File: config.mk
export PLATFORM = sky130hd
export DESIGN_NAME = cbcr_top
export DESIGN_NICKNAME = d
export VERILOG_FILES = /design/src/core/cbcr_placeholder_unused.sv /design/src/shared/cbcr_pkg.sv /design/src/shared/cbcr_rx_if.sv /design/src/core/cbcr_rx_filter.sv /design/src/core/cbcr_top.sv
export VERILOG_INCLUDE_DIRS = /design/src /design/src/shared
export SDC_FILE = /design/constraint.sdc
export NUM_CORES = 1
export LEC_CHECK = 0
export ABC_AREA = 1
export BUFFER_PORTS_ARGS = -buffer_cell sky130_fd_sc_hd__buf_2
export CORE_ASPECT_RATIO = 2
export CORE_UTILIZATION = 60
export CTS_CLUSTER_DIAMETER = 40
export DETAILED_ROUTE_END_ITERATION = 7
export PLACE_DENSITY = 0.81
export REMOVE_ABC_BUFFERS = 1
export SETUP_SLACK_MARGIN = 0.4
export SLEW_MARGIN = 20
export SYNTH_ARGS = -nofsm -noshare
export SYNTH_HDL_FRONTEND = slang
export SYNTH_SLANG_ARGS = --single-unit
File: constraint.sdc
create_clock -name clk -period 5.3 [get_ports clk]
set_input_delay 0 -clock clk [delete_from_list [all_inputs] [get_ports clk]]
set_output_delay 0 -clock clk [all_outputs]
set_load 0.01 [all_outputs]
File: src/shared/cbcr_params.svh
// constants for the can bit clock recovery block
// Function
// RULE1: enable bit makes recovery track the bit stream
// RULE2: host keeps recovery enabled during selective wake
// RULE3: host toggles enable only with transceiver off
// RULE4: host enables only after setup is complete
// RULE5: host setup order: off, clock, quanta, limits, enable
// RULE6: baud change: host updates clock select, quanta
// RULE7: baud or clock change: host rewrites limits
// RULE8: limit reached: discard, reload quanta start value
// RULE9: host disables recovery while changing its registers
// RULE10: sample point register, default 11 0011
// RULE11: bus inactivity after 0.6 to 1.2 s
// RULE12: wake signalled within 100 us
// RULE13: stop mode raises interrupt, sleep raises supply
// RULE14: bit times down to 1 us
// RULE15: quanta per bit depend on clock select
// RULE16: start at quanta value, stay within limits
// RULE17: measure edges of the filtered receive signal
`ifndef CBCR_PARAMS_SVH
`define CBCR_PARAMS_SVH
// register byte addresses
`define CBCR_ADDR_CTRL   8'h00
`define CBCR_ADDR_OSC    8'h04
`define CBCR_ADDR_QUANTA 8'h08
`define CBCR_ADDR_SPOINT 8'h0c
`define CBCR_ADDR_ULIM   8'h10
`define CBCR_ADDR_LLIM   8'h14
`define CBCR_ADDR_STAT   8'h18
`define CBCR_ADDR_ISTAT  8'h1c
`define CBCR_ADDR_IMASK  8'h20
// control and status field positions
`define CBCR_CTRL_EN     0
`define CBCR_CTRL_FILT   2
`define CBCR_CTRL_CAN    4
`define CBCR_CTRL_SBC    8
`define CBCR_STAT_IDLE   8
// interrupt status bits
`define CBCR_IRQ_LIMIT   0
`define CBCR_IRQ_IDLE    1
`define CBCR_IRQ_WAKE    2
// reset values
`define CBCR_QUANTA_RST  8'h64
`define CBCR_ULIM_RST    8'h6e
`define CBCR_LLIM_RST    8'h5a
`define CBCR_SPOINT_RST  6'h33
`define CBCR_OSC_RST     2'h0
`define CBCR_CAN_OFF     3'h0
// timing
`define CBCR_CLK_MHZ        100
`define CBCR_SILENCE_US     600000
`define CBCR_SILENCE_CYCLES (`CBCR_SILENCE_US * `CBCR_CLK_MHZ)
`define CBCR_WAKE_US        100
`define CBCR_WAKE_CYCLES    (`CBCR_WAKE_US * `CBCR_CLK_MHZ)
`define CBCR_BIT_MIN_NS     1000
`endif

File: src/core/cbcr_placeholder_unused.sv
// intentionally empty of logic: no extra module
`timescale 1ns/1ps
`default_nettype none
`default_nettype wire

File: src/shared/cbcr_pkg.sv
// types for the can bit clock recovery block
package cbcr_pkg;
    typedef logic [7:0] cbcr_quanta_t;
    typedef enum logic [1:0] {CBCR_NORMAL, CBCR_STOP, CBCR_SLEEP, CBCR_SPARE} cbcr_sbc_t;
    typedef enum {RC_OFF, RC_TRACK} cbcr_rstate_t;
endpackage

File: src/shared/cbcr_rx_if.sv
// filtered receive line between the filter and the recovery core
`timescale 1ns/1ps
`default_nettype none
interface cbcr_rx_if;
    logic       filt;
    logic       edge_p;
    logic [1:0] filt_sel;
    modport src (output filt, output edge_p, input filt_sel);
    modport dst (input filt, input edge_p, output filt_sel);
endinterface
`default_nettype wire

File: src/core/cbcr_rx_filter.sv
// glitch filter on the receive line with edge pulse
`timescale 1ns/1ps
`default_nettype none
`include "cbcr_params.svh"
module cbcr_rx_filter (
    // clock and reset
    input  wire logic clk,
    input  wire logic reset,
    input  wire logic ce,
    // raw receive line
    input  wire logic rxd,
    // filtered line
    cbcr_rx_if.src    rx
);
    import cbcr_pkg::*;

    logic [3:0] cnt_reg;
    logic [3:0] cnt_next;
    logic [3:0] need;
    logic       filt_reg;
    logic       filt_next;
    logic       edge_reg;
    logic       edge_next;

    // line must differ for 1, 2, 4 or 8 cycles before it is taken
    always_comb begin
        need      = 4'h1 << rx.filt_sel;
        cnt_next  = cnt_reg;
        filt_next = filt_reg;
        edge_next = 1'b0;
        if (rxd == filt_reg) begin
            cnt_next = 4'h0;
        end else if (cnt_reg + 4'h1 >= need) begin
            filt_next = rxd;  // see RULE17
            cnt_next  = 4'h0;
            edge_next = 1'b1;
        end else begin
            cnt_next = cnt_reg + 4'h1;
        end
    end

    // registers, recessive after reset
    always_ff @(posedge clk) begin
        if (reset) begin
            cnt_reg  <= 4'h0;
            filt_reg <= 1'b1;
            edge_reg <= 1'b0;
        end else if (ce) begin
            cnt_reg  <= cnt_next;
            filt_reg <= filt_next;
            edge_reg <= edge_next;
        end
    end

    assign rx.filt   = filt_reg;
    assign rx.edge_p = edge_reg;
endmodule
`default_nettype wire

File: src/core/cbcr_top.sv
// bit clock recovery for the selective-wake decoder, apb registers
//
// The register offsets and the APB interface to the registers were decided locally.
`timescale 1ns/1ps
`default_nettype none
`include "cbcr_params.svh"
module cbcr_top #(
    parameter int unsigned SILENCE_CYCLES = `CBCR_SILENCE_CYCLES
) (
    // clock, reset, enable
    input  wire logic          clk,
    input  wire logic          reset,
    input  wire logic          ce,
    // apb slave
    input  wire logic          psel,
    input  wire logic          penable,
    input  wire logic          pwrite,
    input  wire logic [7:0]    paddr,
    input  wire logic [31:0]   pwdata,
    output logic      [31:0]   prdata,
    output logic               pready,
    output logic               pslverr,
    // can receive side
    input  wire logic          rxd,
    input  wire logic          wake_event,
    // decoder timing and wake outputs
    output logic               sample_tick,
    output logic               sample_bit,
    output cbcr_pkg::cbcr_quanta_t tracked_quanta,
    output logic               bus_idle,
    output logic               irq,
    output logic               supply_on
);
    import cbcr_pkg::*;

    cbcr_rx_if rx ();

    // register state
    logic [9:0]   ctrl_reg, ctrl_next;
    logic [1:0]   osc_reg, osc_next;
    cbcr_quanta_t quanta_reg, quanta_next;
    logic [5:0]   spoint_reg, spoint_next;
    cbcr_quanta_t ulim_reg, ulim_next;
    cbcr_quanta_t llim_reg, llim_next;
    logic [2:0]   istat_reg, istat_next;
    logic [2:0]   imask_reg, imask_next;
    logic [31:0]  rdata_reg, rdata_next;
    logic         ready_reg, ready_next;
    logic         err_reg, err_next;
    logic         wr_en;
    logic         hit;
    logic [2:0]   w1c;
    logic [2:0]   ev;

    // recovery state
    cbcr_rstate_t rstate_reg, rstate_next;
    logic [1:0]   pre_reg, pre_next;
    cbcr_quanta_t phase_reg, phase_next;
    cbcr_quanta_t trk_reg, trk_next;
    logic         lim_reg, lim_next;
    logic         stick_reg, stick_next;
    logic         sbit_reg, sbit_next;
    logic         q_tick;
    logic [13:0]  sp_prod;
    cbcr_quanta_t sp_pos;

    // idle and wake state
    logic [31:0]  idle_cnt_reg, idle_cnt_next;
    logic         idle_reg, idle_next;
    logic         woken_reg, woken_next;
    logic         irq_reg, irq_next;
    logic         sup_reg, sup_next;
    cbcr_sbc_t    sbc;
    logic         rec_en;

    assign rec_en    = ctrl_reg[`CBCR_CTRL_EN];
    assign sbc       = cbcr_sbc_t'(ctrl_reg[`CBCR_CTRL_SBC +: 2]);
    assign rx.filt_sel = ctrl_reg[`CBCR_CTRL_FILT +: 2];

    cbcr_rx_filter u_filter (
        .clk   (clk),
        .reset (reset),
        .ce    (ce),
        .rxd   (rxd),
        .rx    (rx.src)
    );

    // apb decode, one wait state, read data and error registered
    always_comb begin
        ready_next  = psel && penable && !ready_reg;
        wr_en       = psel && penable && ready_reg && pwrite && !err_reg;
        rdata_next  = rdata_reg;
        err_next    = err_reg;
        hit         = 1'b1;
        w1c         = 3'h0;
        ctrl_next   = ctrl_reg;
        osc_next    = osc_reg;
        quanta_next = quanta_reg;
        spoint_next = spoint_reg;
        ulim_next   = ulim_reg;
        llim_next   = llim_reg;
        imask_next  = imask_reg;
        case (paddr)
            `CBCR_ADDR_CTRL:   rdata_next = {22'h0, ctrl_reg};
            `CBCR_ADDR_OSC:    rdata_next = {30'h0, osc_reg};
            `CBCR_ADDR_QUANTA: rdata_next = {24'h0, quanta_reg};
            `CBCR_ADDR_SPOINT: rdata_next = {26'h0, spoint_reg};
            `CBCR_ADDR_ULIM:   rdata_next = {24'h0, ulim_reg};
            `CBCR_ADDR_LLIM:   rdata_next = {24'h0, llim_reg};
            `CBCR_ADDR_STAT:   rdata_next = {23'h0, idle_reg, trk_reg};
            `CBCR_ADDR_ISTAT:  rdata_next = {29'h0, istat_reg};
            `CBCR_ADDR_IMASK:  rdata_next = {29'h0, imask_reg};
            default: begin
                rdata_next = 32'h0;
                hit        = 1'b0;
            end
        endcase
        if (!ready_next) begin
            rdata_next = rdata_reg;
        end else begin
            err_next = !hit;
        end
        if (wr_en) begin
            case (paddr)
                `CBCR_ADDR_CTRL:   ctrl_next   = pwdata[9:0];
                `CBCR_ADDR_OSC:    osc_next    = pwdata[1:0];   // see RULE15
                `CBCR_ADDR_QUANTA: quanta_next = pwdata[7:0];   // see RULE15
                `CBCR_ADDR_SPOINT: spoint_next = pwdata[5:0];   // see RULE10
                `CBCR_ADDR_ULIM:   ulim_next   = pwdata[7:0];
                `CBCR_ADDR_LLIM:   llim_next   = pwdata[7:0];
                `CBCR_ADDR_ISTAT:  w1c         = pwdata[2:0];
                `CBCR_ADDR_IMASK:  imask_next  = pwdata[2:0];
                default:           w1c         = 3'h0;
            endcase
        end
    end

    always_ff @(posedge clk) begin
        if (reset) begin
            ctrl_reg   <= {2'h0, 1'b0, `CBCR_CAN_OFF, 4'h0};
            osc_reg    <= `CBCR_OSC_RST;
            quanta_reg <= `CBCR_QUANTA_RST;
            spoint_reg <= `CBCR_SPOINT_RST;  // see RULE10
            ulim_reg   <= `CBCR_ULIM_RST;
            llim_reg   <= `CBCR_LLIM_RST;
            imask_reg  <= 3'h0;
            rdata_reg  <= 32'h0;
            ready_reg  <= 1'b0;
            err_reg    <= 1'b0;
        end else if (ce) begin
            ctrl_reg   <= ctrl_next;
            osc_reg    <= osc_next;
            quanta_reg <= quanta_next;
            spoint_reg <= spoint_next;
            ulim_reg   <= ulim_next;
            llim_reg   <= llim_next;
            imask_reg  <= imask_next;
            rdata_reg  <= rdata_next;
            ready_reg  <= ready_next;
            err_reg    <= err_next;
        end
    end

    // quantum prescaler, phase within the bit, tracked bit length
    always_comb begin
        q_tick      = (pre_reg == osc_reg);  // one clock per quantum resolves 1 us bits, see RULE14
        pre_next    = q_tick ? 2'h0 : pre_reg + 2'h1;  // see RULE15
        rstate_next = rstate_reg;
        phase_next  = phase_reg;
        trk_next    = trk_reg;
        lim_next    = 1'b0;
        sp_prod     = trk_reg * spoint_reg;  // see RULE10
        sp_pos      = sp_prod[13:6];
        stick_next  = q_tick && (phase_reg == sp_pos);
        sbit_next   = stick_next ? rx.filt : sbit_reg;
        if (q_tick) begin
            phase_next = (phase_reg + 8'h1 >= trk_reg) ? 8'h0 : phase_reg + 8'h1;
        end
        case (rstate_reg)
            RC_OFF: begin
                trk_next = quanta_reg;  // see RULE1
                if (rec_en) begin
                    rstate_next = RC_TRACK;  // see RULE16
                end
            end
            RC_TRACK: begin
                if (!rec_en) begin
                    rstate_next = RC_OFF;
                    trk_next    = quanta_reg;
                end else if (rx.edge_p && phase_reg != 8'h0) begin
                    // late edge lengthens the bit, early edge shortens it
                    if (phase_reg < (trk_reg >> 1)) begin
                        trk_next = trk_reg + 8'h1;  // see RULE1
                    end else begin
                        trk_next = trk_reg - 8'h1;
                    end
                    if (trk_next >= ulim_reg || trk_next <= llim_reg) begin
                        trk_next = quanta_reg;  // see RULE8
                        lim_next = 1'b1;
                    end
                end
            end
            default: rstate_next = RC_OFF;
        endcase
        if (rx.edge_p) begin
            phase_next = 8'h0;  // see RULE17
        end
    end

    always_ff @(posedge clk) begin
        if (reset) begin
            rstate_reg <= RC_OFF;
            pre_reg    <= 2'h0;
            phase_reg  <= 8'h0;
            trk_reg    <= `CBCR_QUANTA_RST;
            lim_reg    <= 1'b0;
            stick_reg  <= 1'b0;
            sbit_reg   <= 1'b1;
        end else if (ce) begin
            rstate_reg <= rstate_next;
            pre_reg    <= pre_next;
            phase_reg  <= phase_next;
            trk_reg    <= trk_next;
            lim_reg    <= lim_next;
            stick_reg  <= stick_next;
            sbit_reg   <= sbit_next;
        end
    end

    // silence timer, wake handling, sticky status and interrupt
    always_comb begin
        idle_cnt_next = idle_cnt_reg;
        idle_next     = idle_reg;
        if (rx.edge_p) begin
            idle_cnt_next = 32'h0;
            idle_next     = 1'b0;
        end else if (idle_cnt_reg >= SILENCE_CYCLES - 1) begin
            idle_cnt_next = SILENCE_CYCLES;
            idle_next     = 1'b1;  // see RULE11
        end else begin
            idle_cnt_next = idle_cnt_reg + 32'h1;
        end
        ev                  = 3'h0;
        ev[`CBCR_IRQ_LIMIT] = lim_reg;
        ev[`CBCR_IRQ_IDLE]  = idle_next && !idle_reg;
        ev[`CBCR_IRQ_WAKE]  = wake_event;
        istat_next = (istat_reg & ~w1c) | ev;  // set wins over clear
        woken_next = (sbc == CBCR_SLEEP) && (woken_reg || wake_event);  // see RULE13
        sup_next   = (sbc != CBCR_SLEEP) || woken_next;  // see RULE12
        irq_next   = |(istat_next & imask_reg)
                   || (sbc == CBCR_STOP && istat_next[`CBCR_IRQ_WAKE]);  // see RULE13
    end

    always_ff @(posedge clk) begin
        if (reset) begin
            idle_cnt_reg <= 32'h0;
            idle_reg     <= 1'b0;
            istat_reg    <= 3'h0;
            woken_reg    <= 1'b0;
            sup_reg      <= 1'b1;
            irq_reg      <= 1'b0;
        end else if (ce) begin
            idle_cnt_reg <= idle_cnt_next;
            idle_reg     <= idle_next;
            istat_reg    <= istat_next;
            woken_reg    <= woken_next;
            sup_reg      <= sup_next;
            irq_reg      <= irq_next;
        end
    end

    // outputs straight from flip-flops
    assign prdata         = rdata_reg;
    assign pready         = ready_reg;
    assign pslverr        = err_reg;
    assign sample_tick    = stick_reg;
    assign sample_bit     = sbit_reg;
    assign tracked_quanta = trk_reg;
    assign bus_idle       = idle_reg;
    assign irq            = irq_reg;
    assign supply_on      = sup_reg;
endmodule
`default_nettype wire

After elaboration in Yosys (flattened, before gate mapping)
Index checks and enable logic that the tools add are counted.

Add/subtract/negate cells: 6. Multipliers: 1. Divide/modulo/power cells: 0. $lt $le $gt $ge: 6. Eq/ne operators: 18. Shift operators: 1. Mux-type cells: 31. Bitwise logic cells: 5. Reductions and logical operators: 38.

Operators by type and width (number): $mux W32 (4); $pmux W10 S9 (1); $mux W8 (10); $pmux W32 S2 (1); $add A32 B1 Y32 const B (1); $eq A32 B1 Y1 const B (1); $eq A8 B5 Y1 const B (4); $ge A32 B26 Y1 const B (1); $logic_not A32 Y1 (1); $reduce_and A3 Y1 (10); $add A8 B1 Y8 const B (2); $eq A8 B4 Y1 const B (2); $ge A8 B8 Y1 (2); $pmux W8 S2 (1); $mul A8 B6 Y14 (1); $logic_and A1 B1 Y1 (10); $mux W1 (9); $reduce_or A9 Y1 (1); $eq A8 B3 Y1 const B (1); $eq A8 B6 Y1 const B (1); $eq A8 B8 Y1 (1); $le A8 B8 Y1 (1); $logic_not A8 Y1 (1); $lt A8 B7 Y1 (1); 24 further kinds (38).

Flip-flop bits (word level): 177. Bits in latches: 0. Bits in writable memories: 0. Bits in read-only memories: 0. Output and inout port bits: 47. Memories: 0.

Longest topological paths before layout
Depth after elaboration: 11. Gate-level depth with buffers: 30.

Hierarchy
Synthesis repeated with hierarchy kept, for this count alone.

Cells, all modules: 1313. Area total of the unflattened synthesis: 9133.8 µm².

By module, submodules not included: cbcr_top (instances 1, cells an instance 1241, area an instance 8669.6 µm², sequential area each 2362.3 µm²); cbcr_rx_filter (instances 1, cells an instance 72, area an instance 464.2 µm², sequential area each 120.1 µm²).

Worst setup path after synthesis
Ideal clock, no wire load.

Kind: register -> register. From: register trk_reg[7], in the netlist tracked_quanta[7]. To: register trk_reg[0], in the netlist tracked_quanta[0]. Library setup time: 115 ps. Arrival: 3832 ps. Slack: 1352 ps. Cell stages (with the launch flop): 28. Path buffers: 2. Clock period less this slack: 3948 ps. Path through: dfxtp_1 clkbuf_1 inv_1 ha_1 inv_1 nor2_1 and3_1 nand2_1 nand2_1 inv_1 fa_1 o21ai_0 nand2_1 nand2_1 a21oi_1 xor2_1 inv_1 ha_1 nand2_1 nor2_1 nand4_1 nand3_1 nor2_1 nand2_1 clkbuf_1 o21ai_0 o21ai_0 inv_1.

Word-level cells in the longest chain between the ends: 11. Elaborated cells on any way between the ends: 14. Those cells by class: add/sub: 2; order compare: 3; mux: 8; reduce/logical: 1.

RTL lines: from (decl) (RTL line cbcr_top.sv:59) `cbcr_quanta_t trk_reg, trk_next;`; from (signal assigned) (RTL line cbcr_top.sv:215) `` trk_reg <= `CBCR_QUANTA_RST; ``; from (signal assigned) (RTL line cbcr_top.sv:223) `trk_reg <= trk_next;`; $sub A8 B1 Y8, or another cell as far along (RTL line cbcr_top.sv:195) `trk_next = trk_reg - 8'h1;`; $mux W8 (*) (RTL line cbcr_top.sv:192) `if (phase_reg < (trk_reg >> 1)) begin`; $mux W8 (*) (RTL line cbcr_top.sv:190) `end else if (rx.edge_p && phase_reg != 8'h0) begin`; $mux W8 (*) (RTL line cbcr_top.sv:187) `if (!rec_en) begin`; $mux W8 (*) (RTL line cbcr_top.sv:179) `case (rstate_reg)`; $ge A8 B8 Y1 / $le A8 B8 Y1 (equally long branches) (RTL line cbcr_top.sv:197) `if (trk_next >= ulim_reg || trk_next <= llim_reg) begin`; $logic_or A1 B1 Y1 (RTL line cbcr_top.sv:197); $mux W8 (*) (RTL line cbcr_top.sv:197); $mux W8 (*) (RTL line cbcr_top.sv:190); $mux W8 (*) (RTL line cbcr_top.sv:187); $pmux W8 S2 (*) (RTL line cbcr_top.sv:179).

Every way passes the cells marked *; elsewhere a longest branch is shown, timed or not. The select of a mux whose other input is x is not followed. A chain may end at the register's enable or synchronous reset.

Worst setup path after layout
Same ends and word-level chain as after synthesis.

==> flow_metrics.env <==
export IMPL_status="finished, final reports clean"
export IMPL_first_global_vias=8627
export IMPL_setup_violations=0
export IMPL_final_util_pct=68.2
export IMPL_start_kind="flip-flop"
export IMPL_vias=8674
export IMPL_min_path_type="in2reg"
export IMPL_period_minus_slack_ns=4.37
export IMPL_pwr_share_seq_pct=40.0
export IMPL_hold_viol=0
export IMPL_syn_to_final_growth_pct=11.1
export IMPL_wl_per_cell_um=17.3
export IMPL_antenna_found_initial=2
export IMPL_synth_seq_cells=124
export IMPL_synth_seq_area_share_pct=28.2
export IMPL_grt_max_degree=72
export IMPL_worstPathArrival_ns=4.69
export IMPL_max_cap_violations=0
export IMPL_drcViolationCount=0
export IMPL_cts_buffers=17
export IMPL_synth_edf_count=0
export IMPL_p_per_area_nw_per_um2=244
export IMPL_finalNetCount=1464
export IMPL_grt_overflow=0
export IMPL_final_design_area_no_fill_um2=9790
export IMPL_fin_skew_ns=0.0115
export IMPL_wl_um=26500
export IMPL_hold_path_cell_count=3
export IMPL_synth_cells=1282
export IMPL_crit_path_end_kind="flip-flop"
export IMPL_path_class="reg2reg"
export IMPL_r2r_cells=27
export IMPL_holdPathEnd="istat_reg[2]"
export IMPL_io_buffers=50
export IMPL_ios=95
export IMPL_worstSkewPairLatency_ns=0.43
export IMPL_relSlewSlack_pct=36.0
export IMPL_die_w_um=87.7
export IMPL_setup_tns_ns=0
export IMPL_n_antenna_cell=0
export IMPL_max_clock_freq_mhz=229
export IMPL_synth_top_flop_cell="dfxtp_1"
export IMPL_largest_reg_flops=32
export IMPL_die_y_um=173
export IMPL_period_share_pct=82.5
export IMPL_drive_gt1_share_pct=8.72
export IMPL_clk_pin_slew_ns=0.07
export IMPL_design_core_area_um2=14400
export IMPL_r2r_start="tracked_quanta[7]"
export IMPL_drt_pass1_iterations=5
export IMPL_synth_area_um2=8810
export IMPL_yosys_warnings=0
export IMPL_ant_nets=0
export IMPL_p_int_w=0.00177
export IMPL_gp_congestion=1.01
export IMPL_synth_async_reset_ratio_pct=0
export IMPL_fp_row_count=62
export IMPL_r2r_slack_ns=0.93
export IMPL_cts_tree="built"
export IMPL_slew_violations=0
export IMPL_place_area_um2=9060
export IMPL_start_util_pct=61.4
export IMPL_syn_avg_cell_area_um2=6.87
export IMPL_leakage_nw=4.68
export IMPL_clock_power_share_pct=49.4
export IMPL_dp_hpwl_um=19800
export IMPL_grt_first_pass_wirelength_um=42400
export IMPL_switching_share_pct=26.2
export IMPL_p_comb_share_pct=10.6
export IMPL_peakVddDrop_mv=0.287
export IMPL_cp_max_fo=11
export IMPL_drt_initial_drc_count=505
export IMPL_min_from="ce"
export IMPL_avgViaCountPerCell=5.66
export IMPL_place_inst=1489
export IMPL_rsz0062_at_grt="no"
export IMPL_post_cts_repair_setup_buffers=0
export IMPL_synth_cell_type_count=50
export IMPL_root_buffer="clkbuf_16"
export IMPL_clock_sinks=124
export IMPL_crit_required_ns=5.62
export IMPL_grt_util_all_layers_pct=37.2
export IMPL_p_switching_w=0.000626
export IMPL_stdcell_count=1533
export IMPL_tightest_slew_ns=0.955
export IMPL_cts_buffer_depth=2
export IMPL_cts_max_level=4
export IMPL_r2r_end="tracked_quanta[0]"
export IMPL_die_area_um2=15200
## cell families after synthesis
kind of cell	after synthesis	synth area share, %
xor gates and xnor gates	37	3.68
DFF	124	28.2
other	1	0.0426
AOI/OAI and AO/OA	255	15.9
buffers and inverters	259	12.7
and+or+nand+nor	518	24.8
adders and majority gates	88	14.6
## worst max-delay path, stage by stage (launching register included)
cell,delay (ns)
dfxtp_1,0.33
inv_1,0.16
ha_1,0.33
inv_1,0.03
nor2_1,0.10
and3_1,0.16
nand2_1,0.06
nand2_1,0.29
inv_1,0.10
fa_1,0.42
o21ai_0,0.31
nand2_1,0.09
nand2_1,0.08
a21oi_1,0.07
xor2_1,0.13
inv_1,0.09
ha_1,0.27
nand2_1,0.07
nor2_1,0.15
nand2_1,0.07
nand2_1,0.06
nand2_1,0.04
nor2_1,0.11
nand2_1,0.25
nand2_1,0.13
o21ai_0,0.08
o21ai_0,0.22
inv_1,0.06
## routing by layer
layer	wire length [um]	track usage, %	vias up
li1	-	-	4197
met4	2700	35.2	4
met5	24	0	-
met3	1520	10.9	154
met2	13700	63.8	337
met1	8570	33.2	3982
## synth_stat cells (2+ instances only)
cell / number / area share (%)
clkbuf_8: 3 / 0.47
nand4_1: 17 / 1.2
a211oi_1: 3 / 0.26
nor3_1: 14 / 0.80
inv_1: 188 / 8.0
nor3_2: 3 / 0.34
o211ai_1: 18 / 1.5
clkbuf_1: 27 / 1.2
xnor2_1: 12 / 1.2
a31oi_1: 4 / 0.28
nand2_2: 2 / 0.14
nand3_1: 60 / 3.4
fa_1: 25 / 5.7
o21ai_0: 79 / 4.5
ha_1: 63 / 8.9
o31ai_1: 2 / 0.17
or2_2: 3 / 0.21
nor4_1: 3 / 0.21
o22ai_1: 9 / 0.64
o21a_1: 4 / 0.34
dfxtp_1: 124 / 28
nand2_1: 293 / 12
nand3_2: 3 / 0.34
o21ai_1: 6 / 0.34
inv_2: 2 / 0.085
nor2_2: 4 / 0.28
xor2_1: 25 / 2.5
buf_4: 25 / 2.1
nand3b_1: 6 / 0.51
nor2_1: 107 / 4.6
a21oi_1: 117 / 6.6
buf_2: 10 / 0.57
o221ai_1: 2 / 0.20
a22oi_1: 3 / 0.26
## final cells by class
type	instances	area, um^2
sequential	124	2480
tap	192	240
inverter	192	723
clock buffer	17	425
timing repair buffer	73	453
fill	1269	4570
clock inverter	15	175
multi-input combinational	920	5290
## power groups by stage
stage	logic (W)	clock network (W)	registers [W]
3_5_place_dp	0.000241	0	0.000975
6_report	0.000254	0.00118	0.000956
2_1_floorplan	0.000154	0	0.000974
5_1_grt	0.000289	0.00123	0.000956
3_3_place_gp	0.000236	0	0.000975
4_1_cts	0.000249	0.00118	0.000955
## per-stage QoR
stage                     setup WS (ns)  hold WS (ns)  power, W
after global placement            0.990         0.233   0.00121
after global routing              0.450         0.104   0.00247
after detailed placement          0.938         0.249   0.00122
after floorplan                    1.50        0.0624   0.00113
after CTS                         0.915        0.0643   0.00239
final                             0.928        0.0823   0.00239
## what timing repair did
action / 4_1_cts / 5_1_grt
hold endpoints to repair: 39 / 0
hold buffers: 12 / 0
endpoints found under the setup margin: 0 / 4
gates resized for setup: 0 / 1
## cell usage in the layout (no fill, tap or decap), types with 2 or more instances in the layout
cell type	instances
nand3b_1	6
inv_2	3
o21a_1	4
clkinv_4	4
nor3_2	3
inv_1	187
ha_1	63
dfxtp_1	124
o31ai_1	2
buf_2	50
clkinv_2	4
nor2_2	4
nand2_2	2
nand4_1	17
o211ai_1	18
a211oi_1	3
o22ai_1	9
nor2_1	107
a31oi_1	4
clkbuf_16	17
fa_1	25
o221ai_1	2
bufinv_16	3
clkinvlp_4	4
nor4_1	3
nand3_1	60
o21ai_1	6
xnor2_1	12
nand2_1	293
buf_4	11
conb_1	22
o21ai_0	79
xor2_1	25
a22oi_1	3
dlygate4sd3_1	12
a21oi_1	117
nor3_1	14
nand3_2	3
or2_2	3
## worst max path at each step
stage                            from                 to  slack, ns  cells after the start
finish              tracked_quanta[7]  tracked_quanta[0]       0.93                     27
global route        tracked_quanta[6]  tracked_quanta[7]       0.45                     25
CTS                 tracked_quanta[6]  tracked_quanta[7]       0.91                     25
detailed placement  tracked_quanta[6]  tracked_quanta[7]       0.94                     23
global placement    tracked_quanta[6]  tracked_quanta[7]       0.99                     25
floorplan           tracked_quanta[7]  tracked_quanta[7]       1.50                     27
No activity file was read; power rests on OpenSTA's default activity.
